File: config.mk
export PLATFORM = sky130hd
export DESIGN_NAME = mmtc_top
export DESIGN_NICKNAME = d
export VERILOG_FILES = /design/src/core/mmtc_pkg.sv /design/src/core/mmtc_edge_detect.sv /design/src/core/mmtc_rate_div.sv /design/src/core/mmtc_top.sv
export SDC_FILE = /design/constraint.sdc
export NUM_CORES = 1
export LEC_CHECK = 0
export ABC_CLOCK_PERIOD_IN_PS = 2690
export BUFFER_PORTS_ARGS = -buffer_cell sky130_fd_sc_hd__buf_2
export CAP_MARGIN = 25
export CORE_MARGIN = 4
export CORE_UTILIZATION = 54
export DETAILED_ROUTE_END_ITERATION = 8
export PLACE_DENSITY = 0.86
export SYNTH_ARGS = -nofsm -noshare
export SYNTH_HDL_FRONTEND = slang
export SYNTH_SLANG_ARGS = --single-unit
File: constraint.sdc
create_clock -name ref_clk -period 2.69 [get_ports ref_clk]
set_input_delay 0.269 -clock ref_clk [delete_from_list [all_inputs] [get_ports ref_clk]]
set_output_delay 0.269 -clock ref_clk [all_outputs]
set_load 0.01 [all_outputs]
File: src/core/mmtc_pkg.sv
// Package of constants and types for the multimode timer counter
package mmtc_pkg;

    // ==========================================================
    // Register byte addresses
    localparam logic [7:0] ADDR_COUNT_LOW = 8'h18;
    localparam logic [7:0] ADDR_COUNT_HIGH = 8'h19;
    localparam logic [7:0] ADDR_HIGH_RESTART = 8'h1a;

    // ==========================================================
    // Mode control field positions and reset value
    localparam int MODE_SEL_LO_POS = 0;
    localparam int MODE_SEL_HI_POS = 1;
    localparam logic [1:0] MODE_RESET = 2'h0;

    // ==========================================================
    // Counter widths and reset values
    localparam int COUNT_W = 16;
    localparam logic [15:0] COUNT_RESET = 16'h0000;
    localparam logic [15:0] LATCH_RESET = 16'h0000;
    localparam logic [15:0] COUNT_ZERO = 16'h0000;

    // ==========================================================
    // Serial rate divide: one bit per sixteen underflows
    localparam int RATE_DIV = 16;
    localparam logic [3:0] RATE_DIV_LAST = 4'hf;

    // Operating modes, one-hot
    typedef enum logic [3:0] {
        MMTC_INTERVAL = 4'b0001,
        MMTC_PULSE_GEN = 4'b0010,
        MMTC_EVENT = 4'b0100,
        MMTC_WIDTH = 4'b1000
    } mmtc_mode_t;

    // Processor bus access
    typedef struct packed {
        logic rd;
        logic wr;
        logic [7:0] addr;
        logic [7:0] wdata;
    } mmtc_bus_t;

    // Serial channel control inputs
    typedef struct packed {
        logic enable;
        logic needs_internal_clock;
        logic receiver_shift_mode;
    } mmtc_serial_t;

endpackage : mmtc_pkg

File: src/core/mmtc_edge_detect.sv
// Sampler and rising edge detector for the external counter line
module mmtc_edge_detect (
    // Clock and reset
    input wire logic ref_clk,
    input wire logic rst_n,
    // Line
    input wire logic line_in,
    output logic level,
    output logic rise
);

    // ==========================================================
    // Two successive samples
    logic sample_reg;
    logic prev_reg;

    // Shift the line through two sample stages
    always_ff @(posedge ref_clk) begin
        if (!rst_n) begin
            sample_reg <= 1'b1;
            prev_reg <= 1'b1;
        end else begin
            sample_reg <= line_in;
            prev_reg <= sample_reg;
        end
    end

    // Compare the two samples
    assign level = sample_reg;
    assign rise = sample_reg & ~prev_reg;

endmodule : mmtc_edge_detect

File: src/core/mmtc_rate_div.sv
// Divide underflows by sixteen into the serial bit rate strobe
module mmtc_rate_div (
    // Clock and reset
    input wire logic ref_clk,
    input wire logic rst_n,
    // Control
    input wire logic enable,
    input wire logic tick,
    output logic bit_strobe
);

    // ==========================================================
    logic [3:0] div_reg;

    // Count underflows while the serial channel is on
    always_ff @(posedge ref_clk) begin
        if (!rst_n || !enable) begin
            div_reg <= 4'h0;
        end else if (tick) begin
            div_reg <= div_reg + 4'h1;
        end
    end

    // One strobe every sixteenth underflow
    assign bit_strobe = enable & tick & (div_reg == mmtc_pkg::RATE_DIV_LAST);

endmodule : mmtc_rate_div

File: src/core/mmtc_top.sv
// Multimode 16-bit down counter with reload latch and serial rate output
// Functional notes
// - 16-bit down counter starting from the reload latch in all modes.
// - Modes needing a line take over port A bit four.
// - Read 0x19 gives live count high byte, 0x18 low byte.
// - Reading 0x18 clears the underflow flag.
// - Writes to 0x19/0x18 load latch halves without touching the count.
// - Write 0x1A loads latch high byte then copies latch into counter.
// - Decrement from zero reloads from latch and sets underflow flag.
// - Flag cleared by 0x18 read, 0x1A write or reset.
// - Mode bits 1:0 select interval, pulse, event, width modes.
// - Reset selects interval timer mode.
// - Event mode counts line events; other modes count system clocks.
// - Flag and enable both set raise the interrupt request.
// - Interval mode leaves the port bit as ordinary port bit.
// - Pulse mode toggles the line on underflow and 0x1A writes.
// - Pulse mode entry drives high; 0x1A write then drives low.
// - Event mode counts rising edges; source limited to half clock rate.
// - Width mode counts while line low, holds while high.
// - Width mode underflow sets flag, reloads, continues while low.
// - Serial channel needing internal clock forces clock-rate counting.
// - Receiver shift mode with external clock ignores this counter.
// - Serial bit rate is one sixteenth of the underflow rate.
module mmtc_top (
    // Clock and reset
    input wire logic ref_clk,
    input wire logic rst_n,
    // Processor bus
    input wire mmtc_pkg::mmtc_bus_t bus,
    output logic [7:0] rdata,
    // Control bits held elsewhere in the device
    input wire logic [1:0] mode_control_reg,
    input wire logic underflow_irq_enable,
    input wire mmtc_pkg::mmtc_serial_t serial,
    // Port A bit four pin and its general-purpose port values
    input wire logic port_a_bit_four_in,
    input wire logic port_a_bit_four_port_out,
    input wire logic port_a_bit_four_port_oe,
    output logic port_a_bit_four_out,
    output logic port_a_bit_four_oe,
    // Status outputs
    output logic underflow_flag,
    output logic irq_req,
    output logic serial_bit_strobe,
    output logic [15:0] count_value
);

    // ==========================================================
    // State
    // Count and reload latch halves
    logic [15:0] count_reg;
    logic [15:0] count_next;
    logic [7:0] reload_low_byte_reg;
    logic [7:0] reload_high_byte_reg;

    // Underflow flag and pulse line
    logic flag_reg;
    logic flag_next;
    logic line_out_reg;
    logic line_out_next;

    // Registered outputs and the read data next value
    logic [7:0] rdata_reg;
    logic [7:0] rdata_next;
    logic pin_out_reg;
    logic pin_oe_reg;
    logic irq_reg;
    logic strobe_reg;

    // Mode at the previous edge and mode selected now
    mmtc_pkg::mmtc_mode_t mode_reg;
    mmtc_pkg::mmtc_mode_t mode_eff;

    // ==========================================================
    // Bus decode
    // Strobes are one cycle wide, so each decode is one access
    wire rd_low = bus.rd && (bus.addr == mmtc_pkg::ADDR_COUNT_LOW);
    wire rd_high = bus.rd && (bus.addr == mmtc_pkg::ADDR_COUNT_HIGH);
    wire wr_low = bus.wr && (bus.addr == mmtc_pkg::ADDR_COUNT_LOW);
    wire wr_high = bus.wr && (bus.addr == mmtc_pkg::ADDR_COUNT_HIGH);
    wire wr_restart = bus.wr && (bus.addr == mmtc_pkg::ADDR_HIGH_RESTART);

    // Mode bit decode
    // The bits are levels from the shared control register
    wire mode_select_lo = mode_control_reg[mmtc_pkg::MODE_SEL_LO_POS];
    wire mode_select_hi = mode_control_reg[mmtc_pkg::MODE_SEL_HI_POS];
    wire [1:0] mode_bits = {mode_select_hi, mode_select_lo};

    // Serial channel forcing internal clock counting
    // Shift mode runs the receiver from an outside clock instead
    wire serial_force = serial.enable && serial.needs_internal_clock
        && !serial.receiver_shift_mode;

    // ==========================================================
    // External line sampling
    logic line_level;
    logic line_rise;

    // Both samples reset high, the idle level of the pulled-up pin
    mmtc_edge_detect u_edge (
        .ref_clk(ref_clk),
        .rst_n(rst_n),
        .line_in(port_a_bit_four_in),
        .level(line_level),
        .rise(line_rise)
    );

    // ==========================================================
    // Mode selection
    // Decode the mode bits into the one-hot mode
    // Every code is legal, so the case needs no default
    always_comb begin
        unique case (mode_bits)
            2'h0: mode_eff = mmtc_pkg::MMTC_INTERVAL;
            2'h1: mode_eff = mmtc_pkg::MMTC_PULSE_GEN;
            2'h2: mode_eff = mmtc_pkg::MMTC_EVENT;
            2'h3: mode_eff = mmtc_pkg::MMTC_WIDTH;
        endcase
    end

    // Count enable per mode; serial use forces clock-rate counting
    // The edge finder bounds event counting at half the clock rate
    // Width mode follows the sampled level, one cycle behind the pin
    logic count_en;

    always_comb begin
        count_en = 1'b1;
        if (!serial_force) begin
            unique case (mode_eff)
                mmtc_pkg::MMTC_INTERVAL: count_en = 1'b1;
                mmtc_pkg::MMTC_PULSE_GEN: count_en = 1'b1;
                mmtc_pkg::MMTC_EVENT: count_en = line_rise;
                mmtc_pkg::MMTC_WIDTH: count_en = ~line_level;
            endcase
        end
    end

    // ==========================================================
    // Count path
    // Underflow occurs when counting while holding zero
    wire underflow = count_en && (count_reg == mmtc_pkg::COUNT_ZERO);
    wire [15:0] full_latch = {reload_high_byte_reg, reload_low_byte_reg};
    wire [15:0] restart_value = {bus.wdata, reload_low_byte_reg};

    // Flag and pulse line events
    wire flag_clear = rd_low || wr_restart;
    wire pulse_toggle = wr_restart ^ underflow;

    // Next count value
    // A restart write beats an underflow in the same cycle
    // Holding keeps a measured width readable once the pulse ends
    always_comb begin
        if (wr_restart) begin
            count_next = restart_value;
        end else if (underflow) begin
            count_next = full_latch;
        end else if (count_en) begin
            count_next = count_reg - 16'h0001;
        end else begin
            count_next = count_reg;
        end
    end

    // ==========================================================
    // Underflow flag
    // Underflow flag: set wins over read clear
    // A clear that lands with an underflow must not lose it
    always_comb begin
        flag_next = flag_reg;
        if (flag_clear) begin
            flag_next = 1'b0;
        end
        if (underflow) begin
            flag_next = 1'b1;
        end
    end

    // ==========================================================
    // Pulse generation line
    // Pulse output line
    // Entry wins over a toggle so the first level is always high
    wire entering_pulse = (mode_eff == mmtc_pkg::MMTC_PULSE_GEN)
        && (mode_reg != mmtc_pkg::MMTC_PULSE_GEN);

    // A restart write and an underflow in one cycle cancel out
    always_comb begin
        line_out_next = line_out_reg;
        if (entering_pulse) begin
            line_out_next = 1'b1;
        end else if (mode_eff == mmtc_pkg::MMTC_PULSE_GEN) begin
            if (pulse_toggle) begin
                line_out_next = ~line_out_reg;
            end
        end
    end

    // ==========================================================
    // Register read path
    // Read data mux
    // Data holds between reads so software sees a steady byte
    always_comb begin
        rdata_next = rdata_reg;
        if (rd_high) begin
            rdata_next = count_reg[15:8];
        end else if (rd_low) begin
            rdata_next = count_reg[7:0];
        end
    end

    // ==========================================================
    // Shared port pin
    // Pin ownership: counter drives only in pulse mode
    // Event and width modes release the pin to the outside source
    // Pass-through port values arrive one cycle late, as the counter drive does
    wire pulse_own = (mode_eff == mmtc_pkg::MMTC_PULSE_GEN);
    wire input_own = (mode_eff == mmtc_pkg::MMTC_EVENT) || (mode_eff == mmtc_pkg::MMTC_WIDTH);
    wire pin_out_next = pulse_own ? line_out_next : port_a_bit_four_port_out;
    wire pin_oe_next = pulse_own ? 1'b1 : (input_own ? 1'b0 : port_a_bit_four_port_oe);

    // ==========================================================
    // Serial bit rate
    // Serial rate strobe
    // The divider clears when forcing drops, so each run starts aligned
    logic strobe_next;

    mmtc_rate_div u_rate (
        .ref_clk(ref_clk),
        .rst_n(rst_n),
        .enable(serial_force),
        .tick(underflow),
        .bit_strobe(strobe_next)
    );

    // ==========================================================
    // Counter and latch
    // Count resets to zero and underflows on its first counting edge
    // Writes to 0x18 and 0x19 never touch the running count; a 0x1A write also loads it
    always_ff @(posedge ref_clk) begin
        if (!rst_n) begin
            count_reg <= mmtc_pkg::COUNT_RESET;
            reload_low_byte_reg <= mmtc_pkg::LATCH_RESET[7:0];
            reload_high_byte_reg <= mmtc_pkg::LATCH_RESET[15:8];
        end else begin
            count_reg <= count_next;
            if (wr_low) begin
                reload_low_byte_reg <= bus.wdata;
            end
            if (wr_high || wr_restart) begin
                reload_high_byte_reg <= bus.wdata;
            end
        end
    end

    // ==========================================================
    // Flag, mode tracking and pulse line
    // The line resets high; every entry to pulse mode also forces it high
    always_ff @(posedge ref_clk) begin
        if (!rst_n) begin
            flag_reg <= 1'b0;
            mode_reg <= mmtc_pkg::MMTC_INTERVAL;
            line_out_reg <= 1'b1;
        end else begin
            flag_reg <= flag_next;
            mode_reg <= mode_eff;
            line_out_reg <= line_out_next;
        end
    end

    // ==========================================================
    // Registered outputs
    // The request uses the next flag so it rises with the flag
    always_ff @(posedge ref_clk) begin
        if (!rst_n) begin
            rdata_reg <= 8'h00;
            pin_out_reg <= 1'b1;
            pin_oe_reg <= 1'b0;
            irq_reg <= 1'b0;
            strobe_reg <= 1'b0;
        end else begin
            rdata_reg <= rdata_next;
            pin_out_reg <= pin_out_next;
            pin_oe_reg <= pin_oe_next;
            irq_reg <= flag_next & underflow_irq_enable;
            strobe_reg <= strobe_next;
        end
    end

    // ==========================================================
    // Output drive
    // Every output leaves straight from a flip-flop
    assign rdata = rdata_reg;
    assign port_a_bit_four_out = pin_out_reg;
    assign port_a_bit_four_oe = pin_oe_reg;
    assign underflow_flag = flag_reg;
    assign irq_req = irq_reg;
    assign serial_bit_strobe = strobe_reg;
    assign count_value = count_reg;

endmodule : mmtc_top

; ---- Word-level counts from Yosys, hierarchy flattened
; Cells that the tools add are included.
[op_classes]
eq_ne = 12
reduce_logical = 21
n_mux = 16
n_bitwise = 8
add_sub_neg = 2
[ops]
columns = op, count
row1 = $mux 16, 3
row2 = $eq 8x5->1 const B, 3
row3 = $logic_not 16->1, 1
row4 = $mux 8, 2
row5 = $pmux 4 s4, 1
row6 = $sub 16x1->16 const B, 1
row7 = $logic_and 1x1->1, 9
row8 = $mux 1, 9
row9 = $eq 4x4->1 const B, 2
row10 = $add 4x1->4 const B, 1
row11 = $and 1x1->1, 4
row12 = $eq 2x2->1 const B, 2
row13 = $eq 4x1->1 const B, 1
row14 = $eq 4x2->1 const B, 1
row15 = $eq 4x3->1 const B, 1
row16 = $logic_or 1x1->1, 4
row17 = $ne 4x2->1 const B, 1
row18 = $logic_not 1->1, 3
row19 = $not 1->1, 3
row20 = $pmux 1 s3, 1
row21 = $reduce_bool 3->1, 1
row22 = $eq 2x1->1 const B, 1
row23 = $logic_not 2->1, 1
row24 = $reduce_bool 2->1, 1
row25 = 2 further kinds, 2
[word_totals]
regBits = 56
output_inout_bits = 29
inputBits = 29
word_cells = 73

; ---- Longest topological paths before layout
; Gate-level depths: netlist of the first run.
[depth]
ltp_word = 12
mapped_depth = 9
mapped_depth_nobuf = 8

; ---- By module
; From an unflattened synthesis of the first run, not the netlist that was laid out.
[hier_totals]
cells_unflattened = 334
area_unflattened_um2 = 2805.2
[by_module_without_submodules]
columns = module, n_inst, seq_area_each_um2, cells_per_inst, area_each_um2
row1 = mmtc_top, 1, 1001.0, 308, 2547.4
row2 = mmtc_rate_div, 1, 80.1, 21, 191.4
row3 = mmtc_edge_detect, 1, 40.0, 5, 66.3

; ---- Worst setup path after synthesis of the first run
; No wires, ideal clock.
[synth_timing]
kind = reg2reg
from = register count_reg[8], in the netlist count_value[8]
to = register count_reg[9], in the netlist count_value[9]
setup_time_ns = 0.123
t_required_ns = 2.567
path_slack_ns = 0.149
stages_incl_launch_ff = 8
arrival_time_ns = 2.418
cell_sequence = dfxtp_1 buf_2 or4_4 or4_4 or2_4 mux2_1 a221oi_1 nor2_1
[synth_via]
elab_chain_len = 4
[synth_rtl]
columns = element, line
row1 = start: declaration, mmtc_top.sv:51  ; logic [15:0] count_reg;
row2 = start signal: assignment, mmtc_top.sv:240  ; count_reg <= mmtc_pkg::COUNT_RESET;
row3 = start signal: assignment, mmtc_top.sv:244  ; count_reg <= count_next;
row4 = $sub 16x1->16 or $logic_not 16->1 (tied branches), "mmtc_top.sv:158, mmtc_top.sv:141"
row5 = $mux 16 or $logic_and 1x1->1 (tied branches), "mmtc_top.sv:157, mmtc_top.sv:141"
row6 = $mux 16, mmtc_top.sv:155  ; end else if (underflow) begin
row7 = $mux 16, mmtc_top.sv:153  ; if (wr_restart) begin
; Several ways; a longest one is shown, not always the timed one. The select of a mux whose other input is x is not followed.
; A chain may end at the register's enable or synchronous reset.

; ---- Worst setup path in the final report of the first run
[layout_timing]
from = register count_reg[9], in the netlist count_value[9]
to = register count_reg[9], in the netlist count_value[9]
; The elaborated chain is that of the path after synthesis.

==> key figures, run 1 <==
STA
  – Max Freq: 396 MHz
  – Max-slew violations: 0
  – Tmin final: between 2 and 3 ns
  – Least-Margin Pin Slew: approximately 0.78 ns
  – Worst slew margin: 47.4%
  – Number of setup violations in the final report: 0
  – Setup TNS: 0 ns
  – Final Hold Viols: 0
  – Max Clock Skew: 0.0109 ns
  – RSZ-0062 raised after global routing: no
  – Tcrit/Tclk final: a little over nine tenths

Yosys
  – Avg Inst Size Synth: around 8.3 sq um
  – Synth Warn #: 0
  – Most area-consuming cells after synthesis: dfxtp_1 41%, mux2i_1 9.6%, nor2_1 8.0%
  – Yosys cell types: 48
  – Area share of the largest cell type after synthesis: about two fifths
  – Post-Syn Instances: 328
  – Post-Synthesis Net Count: 360
  – Synth area leader: dfxtp_1
  – Seq/Total Area, Yosys: about two fifths
  – Post-Synthesis Cell Area: around 2700 sq um
  – Flops & latches, synth: 56

Detailed routing
  – Wire per inst: 16.1 um
  – DR vias/cell: just under 6
  – DR vias: 2,678
  – Pre-antenna DRT Iters: 6
  – Drt drc: 0
  – Antenna-violating nets left: 0
  – WL final: roughly 7300 um
  – Initial DRC Count: between 300 and 400

Setup path
  – Largest stage delay, worst path: 0.54 ns
  – Critical Path AT: roughly 2.7 ns
  – Worst EP required: a little under 3 ns
  – Crit path max fanout: 7
  – Delay-heaviest family, CP: simple AND/OR/NAND/NOR gates
  – Slowest-stage cell, CP: or4_4
  – Worst Setup SP: count_value[9]
  – Register-to-Register Setup Slack: 0.16 ns
  – CP Class: register to register
  – Reg2Reg Launch Point: count_value[9]
  – Most used cell, CP: or4_4
  – CP Buf/Inv Count: 0
  – Startpoint Class: register
  – Setup crit end kind: register
  – Cell Chain, Critical Path: or4_4 -> or4_4 -> or2_4 -> mux2_1 -> a221oi_1 -> nor2_1

Global route
  – First-pass GRT wire length: 11,600 um
  – Gr usage total: a little under a quarter
  – Congestion Overflow GR: 0
  – Pin count of the biggest net entering global routing: 32
  – Antenna violations before repair: 0
  – Vias in the first global route: roughly 2.4k

Min path
  – HP Class: input pin to register
  – Hold_sp: port_a_bit_four_in

Pwr
  – Peak supply drop: around 0.00052 V
  – Power, Total: 3.08 mW
  – PwrDens: 968 nW/um^2
  – Leak: around 1.4 nW

Cells and area
  – Finished Core Util: between 60% and 70%
  – Layout fillers: about 410
  – Area grow syn2layout: 17.4%
  – Most common cell after layout, fill and taps aside: nor2_1
  – Fin cells: between 400 and 500
  – N_diodes: 0
  – Max reg flops: 16
  – Fin nets: 417
  – Most frequent cells in the layout: 58 x nor2_1, 57 x buf_2, 56 x dfxtp_1
  – Layout cells sized above 1: 22.1%

Floorplanning
  – Die width: roughly 79 um
  – Full die area: around 6200 sq um
  – Initial Util: about 57%
  – I/O pin count: 58
  – Total core area: approximately 4800 sq um
  – Core Rows: 25
  – Die Ht: between 70 and 80 um

Clock tree
  – Hold_buf cts: 0
  – Worst-Skew Late Latency: ~0.31 ns
  – Num CTS Buffers: 5
  – Clock transition at path regs: 0.09 ns
  – Root Driver: clkbuf_8
  – CTS tree: built
  – Clk sinks: 56
  – Post-CTS setup buffers: 0
  – # resized after CTS: 0
  – CTS H-tree depth: 2
  – Maximum clock path buffer count: 2

Placed design
  – # port buffers: between 50 and 60
  – Placed cells: about 450
  – DP HPWL: 5070 um
  – RD Place Congestion: ~0.96

Job
  – MaxCap Viol Count: 0

Outcome
  – Status: complete, no violations
==> cells in the mapped netlist (all sizes together) <==
cell type / number
o21ai: 26
xor2: 3
a22o: 1
and3: 1
mux2i: 26
o22ai: 3
nand4bb: 1
ha: 3
nand4: 1
or3b: 2
nor3: 15
a22oi: 1
a211oi: 2
o2111ai: 1
nand4b: 3
a31oi: 3
a221oi: 3
clkbuf: 16
or4b: 1
or2: 2
o31ai: 1
o21a: 3
o2bb2ai: 1
inv: 4
and3b: 1
or3: 8
clkinv: 1
and4b: 2
a21oi: 22
nand2b: 5
nor4b: 1
nor2b: 2
buf: 2
or4: 4
nor2: 58
nand3: 4
xnor2: 3
mux2: 2
dfxtp: 56
nor4: 6
and2: 4
nand2: 24
==> power by group <==
part	leakage (nW)	switching, mW	total [mW]	internal (mW)
clock network	0.0503	0.263	0.493	0.230
registers	0.456	0.144	1.08	0.938
logic	0.939	0.838	1.50	0.664
total	1.45	1.25	3.08	1.83
==> worst paths after layout <==
check,endpoint,cells after the start
worst max-delay path,count_value[9],6
worst min-delay path,u_edge.level,2
worst min register to register,u_edge.prev_reg,1
worst max register to register,count_value[9],6
==> per-stage QoR <==
stage | hold slack, ns | instance area, sq um | worst slack, ns
after floorplan | 0.341 | 2710 | 0.149
after global placement | 0.427 | 3080 | 0.268
after detailed placement | 0.442 | 3080 | 0.190
after CTS | 0.138 | 3180 | 0.172
after global routing | 0.147 | 3180 | 0.0386
final | 0.139 | 3180 | 0.164
==> cell families after synthesis <==
group           after synthesis  synth area share (%)
simple gates                145                  27.1
compound gates               67                  14.1
flops                        56                  41.4
mux                          28                  10.6
buf+inv                      23                  3.51
xor+xnor                      6                  1.94
fa+ha+maj                     3                  1.39
==> cell type report <==
cell class              count  area [sq um]  area share, %
clock buffers               7          96.3           3.03
repair buffers             68           368           11.6
inverters                   5          18.8          0.590
multi-input cells         249          1490           46.9
well taps                  67          83.8           2.64
flip-flops and latches     56          1120           35.2
==> metal layers <==
layer | GRT usage, % | vias up | wire [um]
met1 | 29.2 | 1244 | 2980
met4 | 8.93 | 0 | 164
met2 | 39.1 | 143 | 3410
met3 | 5.33 | 21 | 729
li1 | - | 1270 | -
met5 | 0 | - | 0
Note: power is estimated with default switching activity, not from simulation.
==> run 2, diff against run 1 <==
CORE_MARGIN = 2   (was 4)
==> key figures, run 2 (synthesis gave the netlist of run 1 again) <==
Floorplanning
  – Die width: 74.8 um (-5.1%)
  – Initial Util: 56.6% (unchanged)
  – Total core area: 4790 sq um (unchanged)
  – Core Rows: 25 (unchanged)
  – Full die area: 5600 sq um (-9.9%)
  – I/O pin count: 58 (unchanged)
  – Die Ht: 74.8 um (-5.1%)

Cells and area
  – Layout fillers: 404 (-0.98%)
  – Most common cell after layout, fill and taps aside: nor2_1
  – Final instance area: 3160 sq um (-0.59%)
  – Register cell area after layout: 1120 sq um (unchanged)
  – Layout cells sized above 1: 21.9% (-0.20 points)
  – Most frequent cells in the layout: 58 x nor2_1, 57 x buf_2, 56 x dfxtp_1
  – Fin cells: 451 (-0.22%)
  – Area grow syn2layout: 16.7%
  – Fin nets: 415 (-0.48%)
  – Max reg flops: 16 (unchanged)
  – N_diodes: 0 (unchanged)
  – Area of the multi-input gates: 1490 sq um (unchanged)
  – Finished Core Util: 66.1% (-0.39 points)

Setup path
  – Worst Setup SP: count_value[9]
  – Critical Path AT: 2.72 ns (about the same)
  – Startpoint Class: register
  – Reg2Reg Launch Point: count_value[9]
  – Crit path max fanout: 7 (unchanged)
  – Register-to-Register Setup Slack: 0.17 ns (about the same)
  – Setup crit end kind: register
  – Worst EP required: 2.89 ns (about the same)
  – CP Class: register to register

Clock tree
  – Maximum clock path buffer count: 2 (unchanged)
  – Worst-Skew Late Latency: 0.31 ns (about the same)
  – Clk sinks: 56 (unchanged)
  – Post-CTS setup buffers: 0 (unchanged)
  – CTS H-tree depth: 2 (unchanged)
  – # resized after CTS: 0 (unchanged)
  – CTS tree: built
  – Root Driver: clkbuf_8
  – Clock transition at path regs: 0.09 ns (about the same)
  – Hold_buf cts: 0 (unchanged)
  – Num CTS Buffers: 5 (unchanged)

Min path
  – HP Class: input pin to register
  – Hold_sp: port_a_bit_four_in

Placed design
  – Placement Cell Area: 3070 sq um (-0.49%)
  – DP HPWL: 5150 um (+1.6%)
  – RD Place Congestion: 0.950 (-0.67%)
  – # port buffers: 57 (unchanged)
  – Placed cells: 443 (-0.45%)
  – Pre-CTS WS: 0.203 ns (+0.0130 ns)

Detailed routing
  – Wire per inst: 15.5 um (-3.7%)
  – Drt drc: 0 (unchanged)
  – Initial DRC Count: 295 (-6.3%)
  – Pre-antenna DRT Iters: 5 (-1)
  – DR vias/cell: 5.90 (-0.38%)
  – WL final: 7010 um (-3.9%)
  – Antenna-violating nets left: 0 (unchanged)
  – DR vias: 2,662 (-0.60%)

Global route
  – Antenna violations before repair: 0 (unchanged)
  – Pin count of the biggest net entering global routing: 22 (-31%)
  – First-pass GRT wire length: 11,000 um (-5.1%)
  – Gr usage total: 25.9% (+2.5 points)
  – Vias in the first global route: 2,453 (+0.53%)
  – Congestion Overflow GR: 0 (unchanged)

Pwr
  – NetSw: 1.23 mW (-1.3%)
  – Sequential fraction of design power: 36.3% (+1.1 points)
  – Sw Ratio: 40.6% (+0.17 points)
  – Clock power share: 15.6% (-0.4 points)
  – Power, Total: 3.03 mW (-1.7%)
  – P_int: 1.80 mW (-2.0%)
  – Power share of the combinational group: 48.2% (-0.6 points)
  – Peak supply drop: 0.000451 V (-14%)
  – Leak: 1.44 nW (-0.68%)
  – PwrDens: 957 nW/um^2 (-1.1%)

STA
  – Worst slew margin: 54.0% (+6.6 points)
  – Final setup margin: 0.171 ns (+0.00739 ns)
  – Max Freq: 397 MHz (+0.29%)
  – Max-slew violations: 0 (unchanged)
  – Least-Margin Pin Slew: 0.683 ns (-0.102 ns)
  – Final Hold Viols: 0 (unchanged)
  – Hold_ws: 0.129 ns (-0.0102 ns)
  – Tcrit/Tclk final: 93.6% (-0.27 points)
  – Max Clock Skew: 0.00367 ns (-0.00721 ns)
  – Tmin final: 2.52 ns (-0.00739 ns)
  – Setup TNS: 0 ns (unchanged)
  – RSZ-0062 raised after global routing: no
  – Number of setup violations in the final report: 0 (unchanged)

Outcome
  – Status: complete, no violations

Job
  – MaxCap Viol Count: 0 (unchanged)
[run 2: power by group through the flow]
stage          registers (mW)  clock network (mW)  logic (mW)
2_1_floorplan            1.11                   0        1.00
3_3_place_gp             1.09                   0        1.38
3_5_place_dp             1.11                   0        1.42
4_1_cts                  1.09               0.479        1.43
5_1_grt                  1.11               0.509        1.58
6_report                 1.10               0.471        1.46
[run 2: worst paths after layout]
path	cells after the start	end
min	2	u_edge.level
min reg2reg	2	serial_bit_strobe
max reg2reg	6	count_value[9]
max	6	count_value[9]
[run 2: area by class of cell]
type	count	area share (%)
Clock buffer	6	2.61
Clock inverter	2	0.317
Inverter	5	0.594
Multi-Input combinational cell	249	47.2
Sequential cell	56	35.5
Tap cell	67	2.65
Timing Repair Buffer	66	11.2
[run 2: per-layer routing]
metal / routed length (um) / vias up / track usage, %
met3: 695 / 19 / 6.02
met5: 0 / - / 0
li1: - / 1273 / -
met4: 146 / 0 / 12.1
met1: 2850 / 1228 / 31.3
met2: 3310 / 142 / 43.5
[run 2: worst max-delay path, cell delays in order, from the launching register on]
cell	delay (ns)
dfxtp_1	0.39
or4_4	0.52
or4_4	0.54
or2_4	0.28
mux2_1	0.32
a221oi_1	0.29
nor2_1	0.08
